**config.mk**
```make
export PLATFORM = sky130hd
export DESIGN_NAME = multimode_timer_capture
export DESIGN_NICKNAME = d
export VERILOG_FILES = /design/src/logic/tick_divider.v /design/src/logic/pin_edge_detect.v /design/src/logic/multimode_timer_capture.v
export VERILOG_INCLUDE_DIRS = /design/src /design/src/logic
export SDC_FILE = /design/constraint.sdc
export NUM_CORES = 1
export LEC_CHECK = 0
export BUFFER_PORTS_ARGS = -buffer_cell sky130_fd_sc_hd__buf_4
export CORE_MARGIN = 3
export CORE_UTILIZATION = 44
export CTS_CLUSTER_DIAMETER = 60
export DETAILED_ROUTE_END_ITERATION = 6
export GPL_TIMING_DRIVEN = 0
export PLACE_DENSITY = 0.6
export SKIP_CTS_REPAIR_TIMING = 1
export SYNTH_ARGS = -nofsm -noshare
export SYNTH_HDL_FRONTEND = slang
export SYNTH_HIERARCHICAL = 1
export SYNTH_SLANG_ARGS = --single-unit
```
**constraint.sdc**
```tcl
create_clock -name clock_i -period 8.7 [get_ports clock_i]
set_input_delay 1.74 -clock clock_i [delete_from_list [all_inputs] [get_ports clock_i]]
set_output_delay 1.74 -clock clock_i [all_outputs]
set_load 0.02 [all_outputs]
```
**src/logic/timer_capture_regs.vh**
```
// register offsets, field positions, reset values and timing counts
`ifndef TIMER_CAPTURE_REGS_VH
`define TIMER_CAPTURE_REGS_VH

// word indices on the avalon bus (byte address = 4 * index)
`define TMR_IDX_CTRL 3'h0
`define TMR_IDX_COUNT 3'h1
`define TMR_IDX_RELOAD_A 3'h2
`define TMR_IDX_RELOAD_B 3'h3
`define TMR_IDX_IRQ_STATUS 3'h4
`define TMR_IDX_IRQ_MASK 3'h5

// control register fields
`define TMR_BIT_MODE_HI 7
`define TMR_BIT_MODE_MID 6
`define TMR_BIT_MODE_LO 5
`define TMR_BIT_RUN_UF 4
`define TMR_BIT_PEND_A 3
`define TMR_BIT_EN_A 2
`define TMR_BIT_PEND_B 1
`define TMR_BIT_EN_B 0

// interrupt status / mask fields
`define TMR_IRQ_PEND_A 0
`define TMR_IRQ_PEND_B 1
`define TMR_IRQ_UNDERFLOW 2
`define TMR_IRQ_W 3

// reset values
`define TMR_CTRL_RST 8'h00
`define TMR_WORD_RST 16'h0000
`define TMR_IRQ_RST 3'h0

// instruction cycle tick
`define TMR_CLK_PERIOD_NS 40
`define TMR_TICK_PERIOD_NS 1000
`define TMR_TICK_CYCLES (`TMR_TICK_PERIOD_NS / `TMR_CLK_PERIOD_NS)

`endif

```
**src/logic/tick_divider.v**
```verilog
// divider that makes the one-cycle instruction cycle tick
`timescale 1ns/10ps
`default_nettype none
module tick_divider #(
  parameter integer DIV = 25
) (
  input wire clock_i,
  input wire rst_n_i,
  output reg tick_o
);
  reg [15:0] cnt_q;

  always @(posedge clock_i or negedge rst_n_i)
  begin
    if (!rst_n_i)
    begin
      cnt_q <= 16'h0000;
      tick_o <= 1'b0;
    end
    else if (cnt_q == DIV[15:0] - 16'h0001)
    begin
      cnt_q <= 16'h0000;
      tick_o <= 1'b1;
    end
    else
    begin
      cnt_q <= cnt_q + 16'h0001;
      tick_o <= 1'b0;
    end
  end
endmodule // tick_divider
`default_nettype wire

```
**src/logic/pin_edge_detect.v**
```verilog
// rising and falling edge pulses of a synchronous pin
`timescale 1ns/10ps
`default_nettype none
module pin_edge_detect (
  input wire clock_i,
  input wire rst_n_i,
  input wire pin_i,
  output wire rise_o,
  output wire fall_o
);
  reg prev_q;

  always @(posedge clock_i or negedge rst_n_i)
  begin
    if (!rst_n_i)
      prev_q <= 1'b0;
    else
      prev_q <= pin_i;
  end

  assign rise_o = pin_i & ~prev_q;
  assign fall_o = ~pin_i & prev_q;
endmodule // pin_edge_detect
`default_nettype wire

```
**src/logic/multimode_timer_capture.v**
```verilog
// multimode 16-bit timer with pwm, event counter and input capture
//
// Function
// - capture mode: counter runs on tick; reg A pairs pin A, reg B pin B.
// - on selected trigger edge, copy counter into the paired capture register.
// - pin A edge polarity chosen by the low mode bit; pin B uses falling if high or low mode bit set.
// - capture mode: pin A trigger sets pending A, pin B sets pending B.
// - interrupt A needs enable A, interrupt B needs enable B.
// - capture mode: underflow sets the run/underflow bit as pending flag.
// - capture mode: underflow interrupt gated by enable A.
// - pwm and event modes: run/underflow bit one starts, zero stops counter.
// - 101 pwm toggle, 100 pwm, 000/001 event count on pin A rising.
// - pwm counts down; first underflow reloads A, then alternate from B.
// - pwm: reload-from-A underflow sets pending A, reload-from-B sets pending B.
// - event mode counts pin A rising edges; underflow sets pending A; no pwm output.
// - event mode: pin B rising edge sets pending B.
//
// Design decisions made here: the register addresses and the Avalon-MM slave port.
`include "timer_capture_regs.vh"
`timescale 1ns/10ps
`default_nettype none
module multimode_timer_capture #(
  parameter integer TICK_DIV = `TMR_TICK_CYCLES
) (
  input wire clock_i,
  input wire arst_n_i,
  input wire [2:0] avs_address_i,
  input wire avs_read_i,
  input wire avs_write_i,
  input wire [31:0] avs_writedata_i,
  input wire [3:0] avs_byteenable_i,
  output reg [31:0] avs_readdata_o,
  output reg avs_waitrequest_o,
  input wire timer_pin_a_i,
  output reg timer_pin_a_o,
  output reg timer_pin_a_oe_n_o,
  input wire timer_pin_b_i,
  output reg irq_a_o,
  output reg irq_b_o,
  output reg irq_o
);

  ////////////////////////////////////////////////////////////////////////////
  // reset release

  reg rst_meta_q;
  reg rst_n_q;

  always @(posedge clock_i or negedge arst_n_i)
  begin
    if (!arst_n_i)
    begin
      rst_meta_q <= 1'b0;
      rst_n_q <= 1'b0;
    end
    else
    begin
      rst_meta_q <= 1'b1;
      rst_n_q <= rst_meta_q;
    end
  end

  ////////////////////////////////////////////////////////////////////////////
  // byte lane merge

  function [31:0] be_merge;
    input [31:0] old_v;
    input [31:0] new_v;
    input [3:0] be;
    integer i;
    begin
      be_merge = old_v;
      for (i = 0; i < 4; i = i + 1)
        if (be[i])
          be_merge[i*8 +: 8] = new_v[i*8 +: 8];
    end
  endfunction

  ////////////////////////////////////////////////////////////////////////////
  // tick and pin edges

  wire tick;
  wire a_rise;
  wire a_fall;
  wire b_rise;
  wire b_fall;

  tick_divider #(.DIV(TICK_DIV)) u_tick (
    .clock_i(clock_i),
    .rst_n_i(rst_n_q),
    .tick_o(tick)
  );

  pin_edge_detect u_edge_a (
    .clock_i(clock_i),
    .rst_n_i(rst_n_q),
    .pin_i(timer_pin_a_i),
    .rise_o(a_rise),
    .fall_o(a_fall)
  );

  pin_edge_detect u_edge_b (
    .clock_i(clock_i),
    .rst_n_i(rst_n_q),
    .pin_i(timer_pin_b_i),
    .rise_o(b_rise),
    .fall_o(b_fall)
  );

  ////////////////////////////////////////////////////////////////////////////
  // registers

  reg [7:0] ctrl_q;
  reg [15:0] count_q;
  reg [15:0] reload_capture_reg_a_q;
  reg [15:0] reload_capture_reg_b_q;
  reg [`TMR_IRQ_W-1:0] irq_status_q;
  reg [`TMR_IRQ_W-1:0] irq_mask_q;
  reg next_from_b_q;

  wire mode_sel_hi = ctrl_q[`TMR_BIT_MODE_HI];
  wire mode_sel_mid = ctrl_q[`TMR_BIT_MODE_MID];
  wire mode_sel_lo = ctrl_q[`TMR_BIT_MODE_LO];
  wire run_or_underflow_flag = ctrl_q[`TMR_BIT_RUN_UF];
  wire pending_flag_a = ctrl_q[`TMR_BIT_PEND_A];
  wire irq_enable_a = ctrl_q[`TMR_BIT_EN_A];
  wire pending_flag_b = ctrl_q[`TMR_BIT_PEND_B];
  wire irq_enable_b = ctrl_q[`TMR_BIT_EN_B];

  // mode decode
  wire mode_pwm = mode_sel_hi & ~mode_sel_mid;
  wire mode_toggle = mode_pwm & mode_sel_lo;
  wire mode_event = ~mode_sel_hi & ~mode_sel_mid;
  wire mode_capture = mode_sel_mid;

  // bus access strobes, taken while waitrequest is low
  wire bus_wr = avs_write_i & ~avs_waitrequest_o;
  wire bus_rd = avs_read_i & ~avs_waitrequest_o;
  wire wr_ctrl = bus_wr & (avs_address_i == `TMR_IDX_CTRL) & avs_byteenable_i[0];
  wire wr_count = bus_wr & (avs_address_i == `TMR_IDX_COUNT);
  wire wr_rel_a = bus_wr & (avs_address_i == `TMR_IDX_RELOAD_A);
  wire wr_rel_b = bus_wr & (avs_address_i == `TMR_IDX_RELOAD_B);
  wire wr_mask = bus_wr & (avs_address_i == `TMR_IDX_IRQ_MASK) & avs_byteenable_i[0];
  wire rd_status = bus_rd & (avs_address_i == `TMR_IDX_IRQ_STATUS);

  ////////////////////////////////////////////////////////////////////////////
  // counting and events

  // count enable: tick in pwm and capture, pin A rising in event mode
  wire count_en = mode_capture ? tick :
    (mode_pwm ? (tick & run_or_underflow_flag) :
    (a_rise & run_or_underflow_flag));
  wire underflow = count_en & (count_q == 16'h0000);

  // capture triggers, polarity per pin
  wire trig_a = mode_capture & (mode_sel_lo ? a_fall : a_rise);
  wire trig_b = mode_capture & ((mode_sel_hi | mode_sel_lo) ? b_fall : b_rise);

  // pending sets
  wire set_a = trig_a |
    (mode_pwm & underflow & ~next_from_b_q) |
    (mode_event & underflow);
  wire set_b = trig_b |
    (mode_pwm & underflow & next_from_b_q) |
    (mode_event & b_rise);
  wire set_uf = mode_capture & underflow;

  ////////////////////////////////////////////////////////////////////////////
  // control register: hardware set wins over software clear

  reg [7:0] ctrl_d;

  always @*
  begin
    ctrl_d = ctrl_q;
    if (wr_ctrl)
      ctrl_d = avs_writedata_i[7:0];
    ctrl_d[`TMR_BIT_PEND_A] = ctrl_d[`TMR_BIT_PEND_A] | set_a;
    ctrl_d[`TMR_BIT_PEND_B] = ctrl_d[`TMR_BIT_PEND_B] | set_b;
    ctrl_d[`TMR_BIT_RUN_UF] = ctrl_d[`TMR_BIT_RUN_UF] | set_uf;
  end

  always @(posedge clock_i or negedge rst_n_q)
  begin
    if (!rst_n_q)
      ctrl_q <= `TMR_CTRL_RST;
    else
      ctrl_q <= ctrl_d;
  end

  ////////////////////////////////////////////////////////////////////////////
  // counter, reload and capture registers

  reg [31:0] count_wr;
  reg [31:0] rel_a_wr;
  reg [31:0] rel_b_wr;

  always @*
  begin
    count_wr = be_merge({16'h0000, count_q}, avs_writedata_i, avs_byteenable_i);
    rel_a_wr = be_merge({16'h0000, reload_capture_reg_a_q}, avs_writedata_i,
      avs_byteenable_i);
    rel_b_wr = be_merge({16'h0000, reload_capture_reg_b_q}, avs_writedata_i,
      avs_byteenable_i);
  end

  always @(posedge clock_i or negedge rst_n_q)
  begin
    if (!rst_n_q)
    begin
      count_q <= `TMR_WORD_RST;
      next_from_b_q <= 1'b0;
    end
    else
    begin
      if (wr_count)
        count_q <= count_wr[15:0];
      else if (underflow & mode_pwm)
        count_q <= next_from_b_q ? reload_capture_reg_b_q : reload_capture_reg_a_q;
      else if (underflow & mode_event)
        count_q <= reload_capture_reg_a_q;
      else if (count_en)
        count_q <= count_q - 16'h0001;
      if (!(mode_pwm & run_or_underflow_flag))
        next_from_b_q <= 1'b0;
      else if (underflow)
        next_from_b_q <= ~next_from_b_q;
    end
  end

  always @(posedge clock_i or negedge rst_n_q)
  begin
    if (!rst_n_q)
    begin
      reload_capture_reg_a_q <= `TMR_WORD_RST;
      reload_capture_reg_b_q <= `TMR_WORD_RST;
    end
    else
    begin
      if (trig_a)
        reload_capture_reg_a_q <= count_q;
      else if (wr_rel_a)
        reload_capture_reg_a_q <= rel_a_wr[15:0];
      if (trig_b)
        reload_capture_reg_b_q <= count_q;
      else if (wr_rel_b)
        reload_capture_reg_b_q <= rel_b_wr[15:0];
    end
  end

  ////////////////////////////////////////////////////////////////////////////
  // pin A output

  always @(posedge clock_i or negedge rst_n_q)
  begin
    if (!rst_n_q)
    begin
      timer_pin_a_o <= 1'b0;
      timer_pin_a_oe_n_o <= 1'b1;
    end
    else
    begin
      timer_pin_a_oe_n_o <= ~mode_toggle;
      if (mode_toggle & underflow)
        timer_pin_a_o <= ~timer_pin_a_o;
    end
  end

  ////////////////////////////////////////////////////////////////////////////
  // interrupt requests

  always @(posedge clock_i or negedge rst_n_q)
  begin
    if (!rst_n_q)
    begin
      irq_a_o <= 1'b0;
      irq_b_o <= 1'b0;
    end
    else
    begin
      irq_a_o <= irq_enable_a & (pending_flag_a |
        (mode_capture & run_or_underflow_flag));
      irq_b_o <= irq_enable_b & pending_flag_b;
    end
  end

  // sticky status, cleared by read, set wins
  wire [`TMR_IRQ_W-1:0] irq_events = {underflow, set_b, set_a};
  wire [`TMR_IRQ_W-1:0] rd_clear = rd_status ? avs_readdata_o[`TMR_IRQ_W-1:0] : `TMR_IRQ_RST;
  wire [`TMR_IRQ_W-1:0] irq_status_d = (irq_status_q & ~rd_clear) | irq_events;

  always @(posedge clock_i or negedge rst_n_q)
  begin
    if (!rst_n_q)
    begin
      irq_status_q <= `TMR_IRQ_RST;
      irq_mask_q <= `TMR_IRQ_RST;
      irq_o <= 1'b0;
    end
    else
    begin
      irq_status_q <= irq_status_d;
      if (wr_mask)
        irq_mask_q <= avs_writedata_i[`TMR_IRQ_W-1:0];
      irq_o <= |(irq_status_q & irq_mask_q);
    end
  end

  ////////////////////////////////////////////////////////////////////////////
  // avalon slave: one wait cycle, then answer

  reg [31:0] rdata_d;

  always @*
  begin
    case (avs_address_i)
      `TMR_IDX_CTRL: rdata_d = {24'h000000, ctrl_q};
      `TMR_IDX_COUNT: rdata_d = {16'h0000, count_q};
      `TMR_IDX_RELOAD_A: rdata_d = {16'h0000, reload_capture_reg_a_q};
      `TMR_IDX_RELOAD_B: rdata_d = {16'h0000, reload_capture_reg_b_q};
      `TMR_IDX_IRQ_STATUS: rdata_d = {29'h00000000, irq_status_q};
      `TMR_IDX_IRQ_MASK: rdata_d = {29'h00000000, irq_mask_q};
      default: rdata_d = 32'h00000000;
    endcase
  end

  always @(posedge clock_i or negedge rst_n_q)
  begin
    if (!rst_n_q)
    begin
      avs_waitrequest_o <= 1'b1;
      avs_readdata_o <= 32'h00000000;
    end
    else
    begin
      avs_waitrequest_o <= ~((avs_read_i | avs_write_i) & avs_waitrequest_o);
      if (avs_read_i & avs_waitrequest_o)
        avs_readdata_o <= rdata_d;
    end
  end

endmodule // multimode_timer_capture
`default_nettype wire

```
# --- Yosys cells after proc, flatten, opt, wreduce, memory -nomap -nowiden ---
# Index checks and enable logic that the tools add are counted.
classes:
  add_sub_neg: 2
  eq_ne: 9
  n_mux: 22
  bitwise_logic: 60
  reduce_logical: 16
op_table:
  columns: ["op", "n"]
  rows:
  - ["two-way mux 16 bit", 10]
  - ["case mux 16 bit (6 select lines)", 1]
  - ["bitwise AND 1 bit", 35]
  - ["adder 16 x 1 -> 16 bit (second input constant)", 1]
  - ["== test 16 x 5 -> 1 bit (second input constant)", 1]
  - ["logical NOT 16 bit", 1]
  - ["two-way mux 8 bit", 2]
  - ["subtractor 16 x 1 -> 16 bit (second input constant)", 1]
  - ["AND reduction 2 bit", 6]
  - ["nonzero test 2 bit", 6]
  - ["NOT 1 bit", 11]
  - ["OR 1 bit", 10]
  - ["two-way mux 1 bit", 7]
  - ["bitwise AND 3 bit", 2]
  - ["== test 3 x 2 -> 1 bit (second input constant)", 2]
  - ["== test 3 bit (second input constant)", 2]
  - ["inequality test 2 bit (second input constant)", 3]
  - ["two-way mux 5 bit", 1]
  - ["nonzero test 4 bit", 1]
  - ["== test 3 x 1 -> 1 bit (second input constant)", 1]
  - ["logical NOT 3 bit", 1]
  - ["two-way mux 3 bit", 1]
  - ["NOT 3 bit", 1]
  - ["OR 3 bit", 1]
  - ["OR reduction 3 bit", 1]
word_totals:
  reg_bits: 122
  out_inout_bits: 38
  elab_cells: 133

# --- Longest topological paths before layout ---
depth:
  word_depth: 11
  mapped_depth: 8
  ltp_nobuf: 7

# --- By module ---
# The synthesis kept the hierarchy.
by_module_without_submodules:
  columns: ["module", "n_inst", "cells_each", "area_each_um2", "seq_area_each_um2"]
  rows:
  - ["multimode_timer_capture", 1, 559, 5328.9, 2179.6]
  - ["tick_divider", 1, 72, 822.0, 425.4]
  - ["pin_edge_detect", 2, 3, 40.0, 25.0]

# --- Worst setup path after synthesis ---
# OpenSTA, ideal clock, no wires.
synth_timing:
  path_kind: "input-to-reg"
  from: "input port timer_pin_b_i"
  to: "register reload_capture_reg_b_q[13]"
  arrival_ps: 2979
  t_required_ps: 8563
  setup_slack_ps: 5584
  cell_stages: 7
  n_path_buf: 2
  path_cell_list: "and2b_2 -> o21a_1 -> o21ai_0 -> buf_2 -> buf_2 -> mux2i_1 -> a21oi_1"
synth_via:
  elab_chain_cells: 6
  elab_cells_between_ends: 9
synth_lines:
  columns: ["item", "line_no", "rtl"]
  rows:
  - ["start, declared", "multimode_timer_capture.v:37", "input wire timer_pin_b_i,"]
  - ["NOT 1 bit", "pin_edge_detect.v:22", "assign fall_o = ~pin_i & prev_q;"]
  - ["bitwise AND 1 bit", "pin_edge_detect.v:22", null]
  - ["two-way mux 1 bit (*)", "multimode_timer_capture.v:157", "wire trig_b = mode_capture & ((mode_sel_hi | mode_sel_lo) ? b_fall : b_rise);"]
  - ["bitwise AND 1 bit (*)", "multimode_timer_capture.v:157", null]
  - ["nonzero test 2 bit (no source line)", null, null]
  - ["AND reduction 2 bit (no source line)", null, null]
  - ["end signal, assigned", "multimode_timer_capture.v:236", "reload_capture_reg_b_q <= `TMR_WORD_RST;"]
  - ["end signal, assigned", "multimode_timer_capture.v:245", "reload_capture_reg_b_q <= count_q;"]
  - ["end signal, assigned", "multimode_timer_capture.v:247", "reload_capture_reg_b_q <= rel_b_wr[15:0];"]
  - ["end, declared", "multimode_timer_capture.v:116", "reg [15:0] reload_capture_reg_b_q;"]
# Mark *: on every way between the ends. The rest lies on a longest branch, timed or not.
# A chain may end at the register's enable or synchronous reset.

# --- Worst setup path in the final report ---
layout_timing:
  from: "input port timer_pin_a_i"
  to: "register reload_capture_reg_a_q[6]"
layout_via:
  elab_cells_between_ends: 9
layout_rtl:
  columns: ["item", "line_no", "rtl"]
  rows:
  - ["start, declared", "multimode_timer_capture.v:34", "input wire timer_pin_a_i,"]
  - ["bitwise AND 1 bit (*)", "pin_edge_detect.v:21", "assign rise_o = pin_i & ~prev_q;"]
  - ["net a_rise", "multimode_timer_capture.v:83", "wire a_rise;"]
  - ["two-way mux 1 bit (*)", "multimode_timer_capture.v:156", "wire trig_a = mode_capture & (mode_sel_lo ? a_fall : a_rise);"]
  - ["bitwise AND 1 bit (*)", "multimode_timer_capture.v:156", null]
  - ["nonzero test 2 bit (no source line)", null, null]
  - ["AND reduction 2 bit (no source line)", null, null]
  - ["end signal, assigned", "multimode_timer_capture.v:235", "reload_capture_reg_a_q <= `TMR_WORD_RST;"]
  - ["end signal, assigned", "multimode_timer_capture.v:241", "reload_capture_reg_a_q <= count_q;"]
  - ["end signal, assigned", "multimode_timer_capture.v:243", "reload_capture_reg_a_q <= rel_a_wr[15:0];"]
  - ["end, declared", "multimode_timer_capture.v:115", "reg [15:0] reload_capture_reg_a_q;"]
# The timed path passes the listed nets; every way through them passes the cells marked *.

==> results.txt <==
----------------------------------------------------
[Synthesis]
  Post-Synth Simple-Gate Area ... 18.23%
  Number of enable flip-flop cells after synthesis ... 0
  Post-synthesis area per instance ... 9.782 µm²
  Post-synthesis sequential area ratio ... 42.61%
  Flop and latch count out of synthesis ... 106
  Post-Synth Adder-Cell Area ... 0.8032%
  Synthesized area ... 0.006231 mm²
  XOR/XNOR Fraction of Synth Area ... 3.795%
  Ys Warns ... 6
  Synth Area in Compound Gates ... 14.98%
  Portion of netlist area occupied by mux cells ... 13.86%
  Number of library cell types mapped by synthesis ... 70
  Commonest register cell after synthesis ... dfrtp_1
  Main combinational cell family by area after synthesis ... simple AND/OR/NAND/NOR gates
  Async set-reset flop share out of synthesis ... 100.0%
  Post-synthesis cell count ... 637

[Worst setup path]
  Setup Crit Path Kind ... in -> reg
  R2r setup slk ... 6020 ps
  Nature of the critical path startpoint ... input port
  Data required time of the critical path ... 8910 ps
  Kind of capture point of the worst setup path ... flop
  Worst r2r src ... count_q[0]
  Terminus of the critical flop-to-flop path ... ctrl_q[1]
  Biggest fanout along the worst timing path ... 10
  Critical path data arrival time ... 3850 ps
  Depth of the worst register-to-register path ... 8

[Outcome]
  Result of the run ... finished, final reports clean

[Global routing]
  Met3 capacity usage during global routing ... 5.032%
  GR Util All Layers ... 23.36%
  Vias in the first global route ... 5234
  Initial antenna violation count ... 0
  Pin count of the biggest net entering global routing ... 59
  Gr busiest metal ... met2
  Met1 demand-to-capacity share in global routing ... 31.15%
  First-pass GRT wire length ... 29140 µm
  Met2 demand-to-capacity share in global routing ... 37.42%
  Global-route congestion overflow total ... 0

[Place]
  Half-perimeter wire length after detailed placement ... 13060 µm
  Worst slack at placement ... 4715 ps
  GPL Wtd Cong ... 0.8980
  Number of port buffers ... 47

[Finish]
  Number of antenna cells inserted ... 0
  Net total in the final layout ... 760
  Area growth from synthesis to final layout ... 15.74%
  Layout cell share with drive strength beyond 1 ... 21.65%

[STA]
  Headroom to the max-slew limit ... 40.92%
  Unrepaired setup endpoints after global routing ... no
  Fin Clk Skew ... 8.887 ps
  Slew at the pin closest to its max-slew limit ... 886.2 ps
  Slew Viols, Final ... 0
  Shortest clock period the worst path allows after layout ... 3644 ps
  Fmax ... 274.4 MHz
  Post-route fraction of the period consumed by the critical path ... 41.88%
  Number of endpoints with negative hold slack in the final report ... 0
  Setup TNS after final layout ... 0 ps
  Worst setup slack after layout ... 5056 ps
  Worst hold slack across all endpoints ... 360.1 ps
  Final setup viols ... 0

[Floorplan]
  Die X-Extent ... 125 µm
  Num rows ... 42
  Total Die Area ... 0.01563 mm²
  IO Pins ... 83
  Placeable core region ... 0.01356 mm²
  Starting density of the core ... 45.96%
  Die boundary height ... 125 µm

[Min path]
  Worst hold path type ... reg -> reg
  Worst hold path startpoint ... rst_meta_q
  Worst hold endpoint ... rst_n_q
  Hold depth ... 0

[Power and ir drop]
  Worst supply voltage drop on vdd ... 0.1295 mV
  P per Cell Area ... 249.3 mW/mm²
  Leakage power figure ... 3.263 nW

[Clocking]
  Root buffer cell ... clkbuf_16
  Post-CTS clock slew at the launch and capture registers of the worst setup and hold paths ... 70 ps
  Clock latency on the worst-skew pair ... 360 ps
  Clock Sink Count ... 106
  Number of buffers between clock root and the deepest sink ... 2
  CTS Buf Count ... 9
  H-tree level count ... 3
  CTS tree ... yes

[Route]
  Average routed wire per standard cell ... 19.92 µm
  Number of iterations in the first detailed-routing pass ... 5
  Antenna Violating Nets Remaining ... 0
  Vias per cell ... 5.891
  Post-route DRC violation count ... 0
  Total routed wirelength ... 17770 µm
  Via count ... 5255
  Number of DRC violations after detailed-routing iteration 0 ... 421

[Run]
  Max-cap viol count ... 0

----------------------------------------------------
==> layer usage <==
| metal | part of all wire (%) | vias up |
|---|---|---|
| met2 | 48 | 162 |
| met3 | 5.2 | 42 |
| met5 | 0 | - |
| met1 | 44 | 2619 |
| met4 | 3.1 | 0 |
| li1 | - | 2432 |
==> sequential cells by signal (all words and copies together), names as in the netlist, 3 cells and up <==
register,flops
reload_capture_reg_a_q,16
reload_capture_reg_b_q,16
u_tick/cnt_q,16
ctrl_q,8
avs_readdata_o,16
irq_status_q,3
count_q,16
irq_mask_q,3
==> cell usage after synthesis (all sizes together), types with 8 or more instances <==
master	count	share of area [%]
dfrtp	104	42
nand2	71	4.3
o21ai	47	3.8
mux2i	39	6.3
nor2	38	2.4
buf	37	3.8
a21oi	34	2.7
mux2	30	5.4
clkbuf	23	1.4
o22ai	19	1.9
nand3	18	1.7
xor2	17	2.4
a22oi	12	1.4
nor2b	12	1.2
nor4	12	1.5
xnor2	10	1.4
a31oi	8	0.80
nor3	8	0.64
==> placed cells by master (no fill, tap or decap), types with 17 or more instances in the layout <==
master	n
mux2_2	30
buf_4	64
o22ai_1	19
mux2i_1	39
nand2_1	71
xor2_1	17
o21ai_0	47
nor2_1	37
conb_1	17
clkbuf_1	23
dfrtp_1	103
a21oi_1	34
==> worst max-delay path: stages <==
cell and delay, ps:
buf_4 120, nor2b_1 170, mux2_2 320, a22oi_1 720, clkbuf_1 560, o21ai_0 210
==> worst max-delay path by stage <==
stage	startpoint	end	slack, ps
6_report	timer_pin_a_i	reload_capture_reg_a_q[6]	5060
5_1_grt	timer_pin_a_i	reload_capture_reg_a_q[0]	5020
4_1_cts	timer_pin_a_i	reload_capture_reg_a_q[6]	5120
3_5_place_dp	timer_pin_a_i	reload_capture_reg_a_q[6]	4710
3_3_place_gp	rst_n_q	reload_capture_reg_a_q[15]	4180
2_1_floorplan	rst_n_q	avs_readdata_o[0]	5530
==> power breakdown <==
part | internal (mW) | leakage [nW] | switching (mW)
sequential | 0.632 | 1.27 | 0.127
combinational | 0.261 | 1.84 | 0.332
clock | 0.259 | 0.156 | 0.186
total | 1.15 | 3.26 | 0.645
==> final cells by class <==
type | count | area, µm²
Tap cell | 176 | 220.2
Fill cell | 1265 | 6346
Inverter | 7 | 26.28
Sequential cell | 106 | 2659
Multi-Input combinational cell | 479 | 3283
Timing Repair Buffer | 48 | 380.4
Clock inverter | 5 | 77.57
Buffer | 60 | 322.8
Clock buffer | 11 | 242.7
==> metrics by stage <==
stage                     power [mW]  std cells  area, µm²  utilization [%]
after floorplan                1.148        652       6287                -
after global placement         1.330        875       6860            50.60
after detailed placement       1.353        876       6892            50.83
after CTS                      1.804        892       7212            53.19
after global routing           1.916        892       7212            53.19
final                          1.798        892       7212            53.19
==> cell families after synthesis <==
group | count (synthesis)
DFF | 106
AOI/OAI and AO/OA | 152
buffers and inverters | 67
adders and majority gates | 4
muxes | 75
other | 2
and+or+nand+nor | 204
xor gates and xnor gates | 27
Power figures use the tool's default switching activity.
